File: src/rtl/flash_host_cfg.svh
// constants for the parallel nor flash host controller
`ifndef FLASH_HOST_CFG_SVH
`define FLASH_HOST_CFG_SVH

// pin widths
`define FL_ADDR_W 20
`define FL_DATA_W 16

// system clock period and rounding of least times to whole cycles
`define CLK_NS 25
`define CYC_MIN(ns) ((((ns)) + (`CLK_NS) - 1) / (`CLK_NS))

// pin timing, figures in their own units
`define T_WP_NS 35
`define T_WPH_NS 30
`define T_ACC_NS 90
`define T_RP_NS 500
`define T_RH_NS 50
`define T_ABORT_US 20
`define T_RSP_US 4
`define T_GAP_US 10000
`define SYNC_STAGES 2

// derived cycle counts
`define WP_CYC `CYC_MIN(`T_WP_NS)
`define WPH_CYC `CYC_MIN(`T_WPH_NS)
`define ACC_CYC (`CYC_MIN(`T_ACC_NS) + `SYNC_STAGES)
`define RP_CYC `CYC_MIN(`T_RP_NS)
`define RH_CYC `CYC_MIN(`T_RH_NS)
`define ABORT_CYC `CYC_MIN(`T_ABORT_US * 1000)
`define RSP_CYC `CYC_MIN(`T_RSP_US * 1000)
`define GAP_CYC `CYC_MIN(`T_GAP_US * 1000)
`define SUSP_LIMIT 11'h400

// software register byte offsets
`define REG_CTRL 8'h00
`define REG_ADDR 8'h04
`define REG_DATA 8'h08
`define REG_STATUS 8'h0C
`define REG_IRQ_STAT 8'h10
`define REG_IRQ_MASK 8'h14

// operation codes in the control register
`define OP_NONE 3'h0
`define OP_PROG 3'h1
`define OP_CHIP 3'h2
`define OP_SECT 3'h3
`define OP_READ 3'h4
`define OP_RESET 3'h5
`define OP_SUSP 3'h6
`define OP_RESUME 3'h7
`define CTRL_UNPROT_BIT 3

// interrupt status bits
`define IRQ_W 3
`define IRQ_DONE 0
`define IRQ_RST 1
`define IRQ_REFUSED 2

// status bit positions on the data pins
`define DP_BIT 7
`define TOG_BIT 6

// command cycles written to the device
`define ADDR_UNLK1 20'h00555
`define ADDR_UNLK2 20'h002AA
`define SECTOR_MASK 20'h7F000
`define CMD_UNLK1 16'h00AA
`define CMD_UNLK2 16'h0055
`define CMD_PROG 16'h00A0
`define CMD_ERASE 16'h0080
`define CMD_CHIP 16'h0010
`define CMD_SECT 16'h0030
`define CMD_SUSP 16'h00B0
`define CMD_RESUME 16'h0030

`endif

File: src/rtl/flash_host_pkg.sv
// types shared by the flash host controller modules
`include "flash_host_cfg.svh"

package flash_host_pkg;

	// flash pins driven by the controller
	typedef struct packed {
		logic [`FL_ADDR_W-1:0] addr;
		logic [`FL_DATA_W-1:0] dq_o;
		logic dq_oe;
		logic ce_n;
		logic oe_n;
		logic we_n;
	} fl_pins_t;

	// one bus cycle request
	typedef struct packed {
		logic rd;
		logic [`FL_ADDR_W-1:0] addr;
		logic [`FL_DATA_W-1:0] data;
	} cyc_req_t;

	// one step of a command sequence
	typedef struct packed {
		cyc_req_t req;
		logic last;
	} step_t;

	typedef enum logic [1:0] {CY_IDLE, CY_ACT, CY_REC} cyc_phase_t;

	typedef enum logic [2:0] {H_IDLE, H_SEQ, H_POLL, H_READ, H_RST_LO, H_RST_WAIT} host_state_t;

endpackage

File: src/rtl/flash_bus_cycle.sv
// single read or write cycle on the flash pins
`timescale 1ns/1ps
`default_nettype none
`include "flash_host_cfg.svh"

module flash_bus_cycle (
	// clock and reset
	input wire logic clk_sys,
	input wire logic rst_n,
	// request side
	input wire logic go,
	input wire flash_host_pkg::cyc_req_t req,
	output var logic done,
	output var logic [`FL_DATA_W-1:0] rdata,
	// pins
	input wire logic [`FL_DATA_W-1:0] dq_sync,
	output var flash_host_pkg::fl_pins_t pins
);
	import flash_host_pkg::*;

	typedef struct packed {
		cyc_phase_t phase;
		logic [3:0] cnt;
		logic is_rd;
		logic done;
		logic [`FL_DATA_W-1:0] rdata;
		fl_pins_t pins;
	} cyc_st_t;

	cyc_st_t s;
	cyc_st_t n;

	// ce always rises between cycles so status reads each see a fresh chip select
	always_comb begin
		n = s;
		n.done = 1'b0;
		case (s.phase)
			CY_IDLE: begin
				if (go) begin
					n.pins.addr = req.addr;
					n.pins.dq_o = req.data;
					n.pins.dq_oe = ~req.rd;
					n.pins.ce_n = 1'b0;
					n.pins.oe_n = ~req.rd;
					n.pins.we_n = req.rd;
					n.is_rd = req.rd;
					n.cnt = req.rd ? 4'(`ACC_CYC) : 4'(`WP_CYC);
					n.phase = CY_ACT;
				end
			end
			CY_ACT: begin
				if (s.cnt == 4'h1) begin
					// sample late enough to cover access time plus synchroniser
					if (s.is_rd) begin
						n.rdata = dq_sync;
					end
					n.pins.ce_n = 1'b1;
					n.pins.oe_n = 1'b1;
					n.pins.we_n = 1'b1;
					n.cnt = 4'(`WPH_CYC);
					n.phase = CY_REC;
				end else begin
					n.cnt = s.cnt - 4'h1;
				end
			end
			CY_REC: begin
				// address and data held through recovery for hold time
				if (s.cnt == 4'h1) begin
					n.pins.dq_oe = 1'b0;
					n.done = 1'b1;
					n.phase = CY_IDLE;
				end else begin
					n.cnt = s.cnt - 4'h1;
				end
			end
			default: begin
				n.phase = CY_IDLE;
			end
		endcase
	end

	always_ff @(posedge clk_sys or negedge rst_n) begin
		if (!rst_n) begin
			s <= '0;
			s.pins.ce_n <= 1'b1;
			s.pins.oe_n <= 1'b1;
			s.pins.we_n <= 1'b1;
		end else begin
			s <= n;
		end
	end

	assign done = s.done;
	assign rdata = s.rdata;
	assign pins = s.pins;

	a_ce_between_reads: assert property (
		@(posedge clk_sys) disable iff (!rst_n)
		$fell(s.pins.oe_n) |-> $past(s.pins.ce_n) && !s.pins.ce_n)
		else $error("read started without chip select high before it");

	a_no_drive_on_read: assert property (
		@(posedge clk_sys) disable iff (!rst_n)
		!s.pins.oe_n |-> !s.pins.dq_oe)
		else $error("data pins driven while device output enabled");
endmodule
`default_nettype wire

File: src/rtl/flash_host_ctl.sv
// host controller driving a parallel nor flash through its pins
//
// Design decisions made here: the address map and strobed register access.
`timescale 1ns/1ps
`default_nettype none
`include "flash_host_cfg.svh"

module flash_host_ctl #(
	parameter int SUSP_GAP_CYC = `GAP_CYC
) (
	// clock and reset
	input wire logic clk_sys,
	input wire logic rstn,
	// software register port
	input wire logic [7:0] reg_addr,
	input wire logic [31:0] reg_wdata,
	input wire logic reg_wr,
	input wire logic reg_rd,
	output var logic [31:0] reg_rdata,
	output var logic irq,
	// flash pins
	output var flash_host_pkg::fl_pins_t fl_pins,
	input wire logic [`FL_DATA_W-1:0] fl_dq_i,
	input wire logic fl_ready_busy,
	output var logic fl_reset_n,
	output var logic fl_unprot_lvl_en
);
	import flash_host_pkg::*;

	localparam int RP_CYC_I = `RP_CYC;
	localparam int RSP_CYC_I = `RSP_CYC;

	typedef struct packed {
		host_state_t state;
		logic [2:0] op;
		logic unprot;
		logic [`FL_ADDR_W-1:0] tgt_addr;
		logic [`FL_DATA_W-1:0] wdata;
		logic [`FL_DATA_W-1:0] rd_data;
		logic [2:0] idx;
		logic go;
		logic pend;
		cyc_req_t req;
		logic prev_tog;
		logic have_prev;
		logic erase_act;
		logic susp_flag;
		logic susp_req;
		logic abort_wait;
		logic [9:0] cnt;
		logic [7:0] lvl_time;
		logic [19:0] gap_cnt;
		logic [10:0] susp_cnt;
		logic [`IRQ_W-1:0] irq_stat;
		logic [`IRQ_W-1:0] irq_mask;
		logic [31:0] rdata;
		logic fl_rst_n;
	} host_st_t;

	host_st_t s;
	host_st_t n;
	logic [1:0] rst_pipe;
	logic rst_sync_n;
	logic [`FL_DATA_W:0] pin_sync;
	logic cyc_done;
	logic [`FL_DATA_W-1:0] cyc_rdata;
	logic [4:0] rst_low_cnt;

	// reset released through two flops, asserted at once
	always_ff @(posedge clk_sys or negedge rstn) begin
		if (!rstn) begin
			rst_pipe <= 2'h0;
		end else begin
			rst_pipe <= {rst_pipe[0], 1'b1};
		end
	end
	assign rst_sync_n = rst_pipe[1];

	flash_pin_sync #(.W(`FL_DATA_W + 1)) u_sync (
		.clk_sys(clk_sys),
		.rst_n(rst_sync_n),
		.din({fl_ready_busy, fl_dq_i}),
		.dout(pin_sync)
	);

	flash_bus_cycle u_cyc (
		.clk_sys(clk_sys),
		.rst_n(rst_sync_n),
		.go(s.go),
		.req(s.req),
		.done(cyc_done),
		.rdata(cyc_rdata),
		.dq_sync(pin_sync[`FL_DATA_W-1:0]),
		.pins(fl_pins)
	);

	// command sequence table: unlock pair, command, then target or second unlock
	function automatic step_t seq_step(input logic [2:0] op, input logic [2:0] idx,
		input logic [`FL_ADDR_W-1:0] tgt, input logic [`FL_DATA_W-1:0] dat);
		step_t st;
		st.req.rd = 1'b0;
		st.last = 1'b0;
		st.req.addr = `ADDR_UNLK1;
		st.req.data = `CMD_UNLK1;
		if (op == `OP_SUSP || op == `OP_RESUME) begin
			st.req.addr = tgt;
			st.req.data = (op == `OP_SUSP) ? `CMD_SUSP : `CMD_RESUME;
			st.last = 1'b1;
		end else begin
			case (idx)
				3'h1, 3'h4: begin
					st.req.addr = `ADDR_UNLK2;
					st.req.data = `CMD_UNLK2;
				end
				3'h2: begin
					st.req.data = (op == `OP_PROG) ? `CMD_PROG : `CMD_ERASE;
				end
				3'h3: begin
					if (op == `OP_PROG) begin
						st.req.addr = tgt;
						st.req.data = dat;
						st.last = 1'b1;
					end
				end
				3'h5: begin
					// sector erase names the sector by the upper address bits
					st.req.addr = (op == `OP_SECT) ? (tgt & `SECTOR_MASK) : `ADDR_UNLK1;
					st.req.data = (op == `OP_SECT) ? `CMD_SECT : `CMD_CHIP;
					st.last = 1'b1;
				end
				default: begin
					st.req.data = `CMD_UNLK1;
				end
			endcase
		end
		return st;
	endfunction

	// register access, command acceptance and the sequencing state machine
	always_comb begin
		logic [2:0] cmd;
		logic accept;
		logic gap_ok;
		logic lvl_ready;
		logic dp_ok;
		logic tog;
		logic [`IRQ_W-1:0] ev;
		logic [`IRQ_W-1:0] w1c;
		step_t st;
		st = '0;
		cmd = `OP_NONE;
		accept = 1'b0;
		ev = '0;
		w1c = '0;
		dp_ok = 1'b0;
		tog = 1'b0;
		n = s;
		n.go = 1'b0;
		gap_ok = (s.susp_cnt < `SUSP_LIMIT) || (s.gap_cnt == 20'h0);
		lvl_ready = !s.unprot || (s.lvl_time == 8'(`RSP_CYC));
		if (s.gap_cnt != 20'h0) begin
			n.gap_cnt = s.gap_cnt - 20'h1;
		end
		// elevated level timer restarts whenever the level is dropped
		if (!s.unprot) begin
			n.lvl_time = 8'h0;
		end else if (!lvl_ready) begin
			n.lvl_time = s.lvl_time + 8'h1;
		end
		if (reg_wr) begin
			case (reg_addr)
				`REG_CTRL: begin
					cmd = reg_wdata[2:0];
					n.unprot = reg_wdata[`CTRL_UNPROT_BIT];
				end
				`REG_ADDR: n.tgt_addr = reg_wdata[`FL_ADDR_W-1:0];
				`REG_DATA: n.wdata = reg_wdata[`FL_DATA_W-1:0];
				`REG_IRQ_STAT: w1c = reg_wdata[`IRQ_W-1:0];
				`REG_IRQ_MASK: n.irq_mask = reg_wdata[`IRQ_W-1:0];
				default: cmd = `OP_NONE;
			endcase
		end
		// only suspend and reset may interrupt a running erase; others are refused unless idle
		case (cmd)
			`OP_NONE: accept = 1'b0;
			`OP_RESET: accept = 1'b1;
			`OP_SUSP: accept = (s.state == H_POLL) && s.erase_act && gap_ok && !s.susp_req;
			`OP_RESUME: accept = (s.state == H_IDLE) && s.susp_flag;
			default: accept = (s.state == H_IDLE);
		endcase
		if (cmd != `OP_NONE && !accept) begin
			ev[`IRQ_REFUSED] = 1'b1;
		end
		if (accept && cmd == `OP_RESET) begin
			n.state = H_RST_LO;
			n.fl_rst_n = 1'b0;
			n.cnt = 10'(`RP_CYC);
			n.pend = 1'b0;
			n.abort_wait = (s.state != H_IDLE) || !pin_sync[`FL_DATA_W];
		end else if (accept && cmd == `OP_SUSP) begin
			n.susp_req = 1'b1;
		end else if (accept) begin
			n.op = cmd;
			n.idx = 3'h0;
			n.have_prev = 1'b0;
			n.state = (cmd == `OP_READ) ? H_READ : H_SEQ;
		end else begin
			case (s.state)
				H_SEQ: begin
					st = seq_step(s.op, s.idx, s.tgt_addr, s.wdata);
					if (!s.pend && lvl_ready) begin
						n.go = 1'b1;
						n.pend = 1'b1;
						n.req = st.req;
					end else if (cyc_done) begin
						n.pend = 1'b0;
						n.idx = s.idx + 3'h1;
						if (st.last) begin
							n.state = H_POLL;
							n.have_prev = 1'b0;
							if (s.op == `OP_SUSP) begin
								n.susp_flag = 1'b1;
							end else if (s.op == `OP_RESUME) begin
								n.susp_flag = 1'b0;
								n.erase_act = 1'b1;
								if (s.susp_cnt != `SUSP_LIMIT) begin
									n.susp_cnt = s.susp_cnt + 11'h1;
								end
								if (s.susp_cnt + 11'h1 >= `SUSP_LIMIT) begin
									n.gap_cnt = 20'(SUSP_GAP_CYC);
								end
							end else begin
								n.erase_act = (s.op != `OP_PROG);
							end
						end
					end
				end
				H_POLL: begin
					if (!s.pend && s.susp_req) begin
						n.susp_req = 1'b0;
						n.op = `OP_SUSP;
						n.idx = 3'h0;
						n.state = H_SEQ;
					end else if (!s.pend) begin
						// status read at the target so the poll bit is meaningful
						n.go = 1'b1;
						n.pend = 1'b1;
						n.req.rd = 1'b1;
						n.req.addr = s.tgt_addr;
						n.req.data = '0;
					end else if (cyc_done) begin
						n.pend = 1'b0;
						tog = cyc_rdata[`TOG_BIT];
						case (s.op)
							`OP_PROG: dp_ok = cyc_rdata[`DP_BIT] == s.wdata[`DP_BIT];
							`OP_SUSP: dp_ok = 1'b1;
							default: dp_ok = cyc_rdata[`DP_BIT];
						endcase
						// finished when the toggle bit stands still and polling agrees
						if (s.have_prev && tog == s.prev_tog && dp_ok) begin
							n.state = H_IDLE;
							n.rd_data = cyc_rdata;
							n.erase_act = s.erase_act && (s.op == `OP_SUSP);
							// a suspend that arrives as the algorithm ends has nothing left to stop
							n.susp_req = 1'b0;
							ev[`IRQ_DONE] = 1'b1;
						end else begin
							n.prev_tog = tog;
							n.have_prev = 1'b1;
						end
					end
				end
				H_READ: begin
					if (!s.pend) begin
						n.go = 1'b1;
						n.pend = 1'b1;
						n.req.rd = 1'b1;
						n.req.addr = s.tgt_addr;
						n.req.data = '0;
					end else if (cyc_done) begin
						n.pend = 1'b0;
						n.rd_data = cyc_rdata;
						n.state = H_IDLE;
						ev[`IRQ_DONE] = 1'b1;
					end
				end
				H_RST_LO: begin
					if (s.cnt == 10'h1) begin
						n.fl_rst_n = 1'b1;
						n.cnt = s.abort_wait ? 10'(`ABORT_CYC - `RP_CYC) : 10'(`RH_CYC);
						n.state = H_RST_WAIT;
					end else begin
						n.cnt = s.cnt - 10'h1;
					end
				end
				H_RST_WAIT: begin
					if (s.cnt == 10'h1) begin
						n.state = H_IDLE;
						n.erase_act = 1'b0;
						n.susp_flag = 1'b0;
						n.susp_req = 1'b0;
						ev[`IRQ_RST] = 1'b1;
					end else begin
						n.cnt = s.cnt - 10'h1;
					end
				end
				default: n.state = H_IDLE;
			endcase
		end
		// a new event wins over a clear in the same cycle
		n.irq_stat = (s.irq_stat & ~w1c) | ev;
		if (reg_rd) begin
			case (reg_addr)
				`REG_CTRL: n.rdata = {28'h0, s.unprot, s.op};
				`REG_ADDR: n.rdata = {12'h0, s.tgt_addr};
				`REG_DATA: n.rdata = {16'h0, s.rd_data};
				`REG_STATUS: n.rdata = {5'h0, s.susp_cnt, 8'h0, 1'b0, s.state,
					s.susp_flag, s.erase_act, pin_sync[`FL_DATA_W], s.state != H_IDLE};
				`REG_IRQ_STAT: n.rdata = {29'h0, s.irq_stat};
				`REG_IRQ_MASK: n.rdata = {29'h0, s.irq_mask};
				default: n.rdata = 32'h0;
			endcase
		end else begin
			n.rdata = 32'h0;
		end
	end

	always_ff @(posedge clk_sys or negedge rst_sync_n) begin
		if (!rst_sync_n) begin
			s <= '0;
			s.fl_rst_n <= 1'b1;
		end else begin
			s <= n;
		end
	end

	assign reg_rdata = s.rdata;
	assign irq = |(s.irq_stat & s.irq_mask);
	assign fl_reset_n = s.fl_rst_n;
	assign fl_unprot_lvl_en = s.unprot;

	// helper: length of the current reset low pulse, saturating
	always_ff @(posedge clk_sys or negedge rst_sync_n) begin
		if (!rst_sync_n) begin
			rst_low_cnt <= 5'h0;
		end else if (s.fl_rst_n) begin
			rst_low_cnt <= 5'h0;
		end else if (rst_low_cnt != 5'h1F) begin
			rst_low_cnt <= rst_low_cnt + 5'h1;
		end
	end

	a_reset_pulse_len: assert property (
		@(posedge clk_sys) disable iff (!rst_sync_n)
		$rose(fl_reset_n) |-> rst_low_cnt >= RP_CYC_I)
		else $error("reset pulse shorter than minimum");

	a_read_after_reset: assert property (
		@(posedge clk_sys) disable iff (!rst_sync_n)
		$rose(fl_reset_n) |-> fl_pins.ce_n [*3])
		else $error("access too soon after reset release");

	a_unprot_setup: assert property (
		@(posedge clk_sys) disable iff (!rst_sync_n)
		(s.go && s.unprot) |-> s.lvl_time >= RSP_CYC_I)
		else $error("command issued before unprotect level setup");

	a_suspend_gap: assert property (
		@(posedge clk_sys) disable iff (!rst_sync_n)
		(s.go && s.op == `OP_SUSP) |-> (s.susp_cnt < `SUSP_LIMIT || s.gap_cnt == 20'h0))
		else $error("suspend issued inside the erase progress gap");

	a_poll_target: assert property (
		@(posedge clk_sys) disable iff (!rst_sync_n)
		(s.go && s.state == H_POLL) |-> s.req.rd && s.req.addr == s.tgt_addr)
		else $error("status read not at target location");

	a_irq_level: assert property (
		@(posedge clk_sys) disable iff (!rst_sync_n)
		(s.irq_stat[`IRQ_DONE] && s.irq_mask[`IRQ_DONE]) |-> irq)
		else $error("interrupt low with unmasked done pending");
endmodule
`default_nettype wire

File: src/rtl/flash_pin_sync.sv
// two-flop synchroniser for pins entering the system clock domain
`timescale 1ns/1ps
`default_nettype none

module flash_pin_sync #(
	parameter int W = 1
) (
	// clock and reset
	input wire logic clk_sys,
	input wire logic rst_n,
	// pins in, synchronised copy out
	input wire logic [W-1:0] din,
	output var logic [W-1:0] dout
);
	typedef struct packed {
		logic [W-1:0] meta;
		logic [W-1:0] sync;
	} sync_st_t;

	sync_st_t s;
	sync_st_t n;

	// first stage is read only by the second stage
	always_comb begin
		n.meta = din;
		n.sync = s.meta;
	end

	always_ff @(posedge clk_sys or negedge rst_n) begin
		if (!rst_n) begin
			s <= '0;
		end else begin
			s <= n;
		end
	end

	assign dout = s.sync;
endmodule
`default_nettype wire
File: config.mk
export PLATFORM = sky130hd
export DESIGN_NAME = flash_host_ctl
export DESIGN_NICKNAME = d
export VERILOG_FILES = /design/src/rtl/flash_host_pkg.sv /design/src/rtl/flash_bus_cycle.sv /design/src/rtl/flash_host_ctl.sv /design/src/rtl/flash_pin_sync.sv
export VERILOG_INCLUDE_DIRS = /design/src /design/src/rtl
export SDC_FILE = /design/constraint.sdc
export NUM_CORES = 1
export LEC_CHECK = 0
export ABC_AREA = 1
export BUFFER_PORTS_ARGS = -buffer_cell sky130_fd_sc_hd__buf_4
export CAP_MARGIN = 20
export CORE_MARGIN = 2
export CORE_UTILIZATION = 60
export DETAILED_ROUTE_END_ITERATION = 10
export GPL_TIMING_DRIVEN = 0
export PLACE_DENSITY = 0.8
export SLEW_MARGIN = 10
export SYNTH_ARGS = -nofsm -noshare
export SYNTH_HDL_FRONTEND = slang
export SYNTH_SLANG_ARGS = --single-unit
File: constraint.sdc
create_clock -name clk_sys -period 18.68 [get_ports clk_sys]
set_input_delay 1.868 -clock clk_sys [delete_from_list [all_inputs] [get_ports clk_sys]]
set_output_delay 1.868 -clock clk_sys [all_outputs]
set_load 0.02 [all_outputs]
Word-level counts from Yosys, hierarchy flattened
Index checks and enable logic that the tools add are counted.
{ "word_totals": {"word_cells": 357, "out_inout_bits": 75, "ff_bits": 295, "inputBits": 61} }
{ "classes": {"muxes": 149, "n_eq_ne": 78, "reduce_logical": 70, "addsub": 6, "bitwise": 12, "magnitude_cmp": 2} }
{ "ops": {"columns": ["op", "count"], "rows": [
  ["two-way mux 37 bit", 8],
  ["two-way mux 31 bit", 9],
  ["one-hot mux 27 bit (6 select lines)", 1],
  ["one-hot mux 39 bit (3 select lines)", 1],
  ["two-way mux 16 bit", 6],
  ["two-way mux 3 bit", 30],
  ["one-hot mux 16 bit (4 select lines)", 1],
  ["two-way mux 10 bit", 6],
  ["one-hot mux 20 bit (3 select lines)", 1],
  ["two-way mux 1 bit", 44],
  ["two-way mux 43 bit", 1],
  ["two-way mux 42 bit", 1],
  ["two-way mux 20 bit", 2],
  ["two-way mux 40 bit", 1],
  ["two-way mux 32 bit", 1],
  ["one-hot mux 16 bit (2 select lines)", 1],
  ["== test 3 bit (second input constant)", 10],
  ["AND reduction 10 bit", 3],
  ["two-way mux 6 bit", 4],
  ["two-way mux 8 bit", 3],
  ["nonzero test 3 bit", 8],
  ["!= test 2 bit (second input constant)", 11],
  ["!= test 3 bit (second input constant)", 7],
  ["logical NOT 20 bit", 1],
  ["67 further kinds", 156]
]} }

Longest topological paths before layout
{ "logic_depth": {"depth_word": 19, "ltp_mapped": 15} }

Modules after synthesis
A second synthesis with hierarchy kept.
{ "unflattened": {"hier_cells": 1662, "area_unflattened_um2": 14131.1} }
{ "by_module_without_submodules": {"columns": ["mod", "area_per_inst_um2", "n_inst", "cells_per_inst"], "rows": [
  ["flash_host_ctl", 10138.5, 1, 1264],
  ["flash_bus_cycle", 3141.8, 1, 364],
  ["flash_pin_sync", 850.8, 1, 34]
]} }

Least setup slack after synthesis
OpenSTA, ideal clock, no wires.
{ "synth_timing": {"kind": "input to register", "startpoint": "input reg_addr[7]", "endpoint": "register s[142] in the netlist's numbering", "required_ns": 18.559, "stages": 14, "path_slack_ns": 15.227, "arrival_time_ns": 3.332, "n_path_buf": 2, "path_cell_list": "nor2_1 > nand2_1 > nor2_4 > buf_6 > o211ai_2 > nand2_1 > nand3_2 > nand2_4 > inv_4 > a21oi_4 > nand2_4 > buf_4 > nand2_1 > o21ai_1"} }
{ "synth_via": {"elab_chain_cells": 8, "elab_cells_between_ends": 14} }
{ "synth_rtl": {"columns": ["item", "line_no", "text"], "rows": [
  ["from (decl)", "flash_host_ctl.sv:15", "input wire logic [7:0] reg_addr,"],
  ["logical NOT 8 bit (*)", "flash_host_ctl.sv:171", "case (reg_addr)"],
  ["two-way mux 3 bit (*)", "flash_host_ctl.sv:171", null],
  ["two-way mux 3 bit (*)", "flash_host_ctl.sv:170", "if (reg_wr) begin"],
  ["== test 3 bit / logical NOT 3 bit (equally long branches)", "flash_host_ctl.sv:184", "case (cmd)"],
  ["one-hot mux 1 bit (4 select lines)", "flash_host_ctl.sv:184", null],
  ["logical AND 1 bit (no source line)", null, null],
  ["NOT 1 bit (no source line)", null, null],
  ["AND reduction 10 bit (no source line) (*)", null, null],
  ["to (signal assigned)", "flash_host_ctl.sv:333", "s <= n;"],
  ["to (decl)", "flash_host_ctl.sv:60", "host_st_t s;"]
]} }
Every way passes the cells marked *; elsewhere a longest branch is shown, timed or not.
A chain may end at the register's enable or synchronous reset.

==> metrics.txt <==
Die X about 160 µm; H-tree levels 1; max-slew violation total from the final report 0; crit path time final ~3.5 ns; Max Cap Viol 0; Slew headroom between 20% and 30%; hold_buf cts 0; Final setup viols 0; Sink Count slightly below 300; Resize count post-CTS 0; Internal Power approximately 1.1 mW; synthesized area 0.0138 mm²; Synth top area share just over 50%; chip height 156 µm; Worst Setup Path Type in2reg; WL per Instance ~17 µm; sequential-to-total area share from yosys stat 52.7%; CP Launch Type primary input; Worst Path Max Fanout 10; non-filler cells, final 2080; total CTS buffers 30; gr usage total approximately 29%; Starting Density between 60 and 70%; Worst-Skew Late Latency around 0.57 ns; gr ovfl total 0; Clock Power Share a little under two fifths; antenna violations before repair 1; Post-layout nets 1853; skew final between 0.015 and 0.02 ns; hold path depth 0; Multi-input gate area around 0.0050 mm²; Reg clk slew, reported paths about 0.060 ns; sequential share of power ~46%; vias in the first global route ~11000; switching share of total power a little over a quarter; Netlist cell types between 50 and 60; yosys warns 0; Core Util, Final between 70% and 80%; biggest area consumer among synthesized cells dfrtp_1; detailed placement HPWL between 20 and 30 mm; crit share post-route about a fifth; core footprint roughly 0.023 mm²; I/O Pins 136; synthesis-to-finish area growth 17.1%; pwr dens approximately 96 mW/mm²; post-CTS setup buffers 0; port bufs 117; top cells by area, synth dfrtp_1 52%, nand2_1 10%, o21ai_0 6.5%, inv_1 5.3%, buf_4 4.1%; DR iter-0 viols 1213; pin count of the biggest net entering global routing 67; Yosys reg bits 290; clk buf depth 3; status finished clean; sum of negative setup slack 0 ns; fill count between 1500 and 2000; vias 11600; worst reg2reg path depth 13; final WL 34.3 mm; TritonCTS clock tree done; Hold Path Class reg2reg; pre-CTS setup slack 14.68 ns; RSZ-0062 raised after global routing no; FMAX about 280 MHz; Synth Area per Inst approximately 8.5 µm²; DRC viols 0; gpl congestion slightly below 1; Via-to-Cell Ratio ~5.6; Std-Cell Rows 55; Pleak roughly 8 nW; Placed Cells incl. Taps 2028; sw power between 0.4 and 0.5 mW; drt pass-1 iters 5; Critical Path RT approximately 19 ns; first-pass GRT wire length 55.6 mm; Final Hold Fails 0; DRT antenna net count 0; Total Die Area around 0.024 mm²; Syn Inst Count between 1500 and 2000; combinational share of power roughly 15%; sequential cell area roughly 0.0073 mm²; CTS root buf clkbuf_16; Ant. Diodes 0; crit path DAT about 4.0 ns; final worst setup slack around 15 ns; crit end category flip-flop; share of cells above drive strength 1 16.6%; maximum vdd drop between 70 and 80 µV; worst slew pin tran approximately 1.1 ns; worst hold margin between 0.3 and 0.4 ns
## path summary, 6_finish.rpt
check	startpoint	endpoint	slack [ns]
worst max-delay path	reg_addr[7]	s[66]	15.17
worst min-delay path	u_sync.n[7]	u_sync.dout[7]	0.35
worst max register to register	s[70]	s[108]	16.03
worst min register to register	u_sync.n[7]	u_sync.dout[7]	0.35
max in group asynchronous	rst_pipe[1]	u_cyc.pins[0]	17.18
min in group asynchronous	rst_pipe[1]	u_sync.n[15]	0.39
## layer usage
layer	up-vias	track usage (%)	wire [µm]
li1	5456	-	-
met1	5569	39.9	14300
met4	0	9.48	1030
met5	-	0	0
met2	513	47.3	16100
met3	84	4.44	2880
## cell families (layout without fill, tap and decap cells)
kind of cell	Yosys count	count (layout)	synth area share, %
simple gates	630	630	19.3
buf+inv	322	495	11.2
compound gates	321	321	12.8
flops	290	290	52.7
xor+xnor	31	31	1.97
fa+ha+maj	17	17	1.54
mux	5	5	0.400
other cells	2	6	0.0545
## registers in the layout, indices dropped and copies added, names as in the netlist
name and flops:
u_cyc.s 7, fl_reset_n 1, u_cyc.rdata 16, fl_unprot_lvl_en 1, u_sync.n 17, u_cyc.pins 40
rst_pipe 2, s 161, u_sync.dout 17, reg_rdata 27, u_cyc.done 1
## layout make-up
class,instances,share of cell area (%)
Tap cell,285,2.21
Buffer,118,4.82
Multi-Input combinational cell,1010,30.9
Clock inverter,7,0.706
Clock buffer,45,5.44
Inverter,204,4.76
Timing Repair Buffer,121,6.13
Sequential cell,290,45.0
## critical path, stage by stage
cell and delay [ns]:
buf_4 0.11, nor2_1 0.12, nand2_1 0.20, nor2_4 0.21, buf_6 0.16, o211ai_2 0.10, nand2_1 0.10, nand3_2 0.11
nand2_4 0.16, inv_4 0.08, nor2_1 0.25, nand2_1 0.13, buf_4 0.20, o21ai_0 0.09, inv_1 0.06
## per-stage QoR
stage / total power [mW] / area, µm²
after CTS: 1.56 / 16100
final: 1.55 / 16100
after detailed placement: 0.965 / 15100
after global placement: 0.953 / 15000
after floorplan: 0.880 / 13800
after global routing: 1.62 / 16100
## synthesized netlist by cell type, drive strengths merged
library cell,count
a21o,1
a21oi,72
a221oi,1
a22o,2
a22oi,4
a311oi,1
a31oi,6
a32oi,1
a41oi,1
and3,2
buf,91
clkbuf,27
clkinv,3
conb,2
dfrtp,286
dfstp,4
ha,17
inv,201
mux2,4
mux2i,1
nand2,379
nand3,81
nand3b,6
nand4,13
nor2,117
nor3,26
nor3b,1
nor4,2
o2111ai,3
o211ai,6
o21ai,207
o221ai,2
o22ai,12
o31ai,2
or2,3
xnor2,13
xor2,18
## power groups by stage
stage | registers, mW | clock network [mW] | logic (mW)
after detailed placement | 0.728 | 0 | 0.237
after floorplan | 0.725 | 0 | 0.155
after global routing | 0.724 | 0.630 | 0.264
after global placement | 0.736 | 0 | 0.217
final | 0.718 | 0.596 | 0.239
after CTS | 0.718 | 0.601 | 0.239
## placed cells by master (no fill, tap or decap), drive strengths merged, types with 2 or more instances in the layout
master   Yosys  layout
xnor2       13      13
o22ai       12      12
clkbuf      27      72
nor2       117     117
nand4       13      13
a22o         2       2
nor3        26      26
ha          17      17
conb         2       6
mux2         4       4
clkinv       3       7
a21oi       72      72
xor2        18      18
o2111ai      3       3
nand3b       6       6
buf         91     212
a31oi        6       6
o31ai        2       2
or2          3       3
o21ai      207     207
o211ai       6       6
o221ai       2       2
nand3       81      81
and3         2       2
inv        201     202
a22oi        4       4
bufinv       0       2
nor4         2       2
dfrtp      286     286
nand2      379     379
dfstp        4       4
No activity file was read; power rests on OpenSTA's default activity.
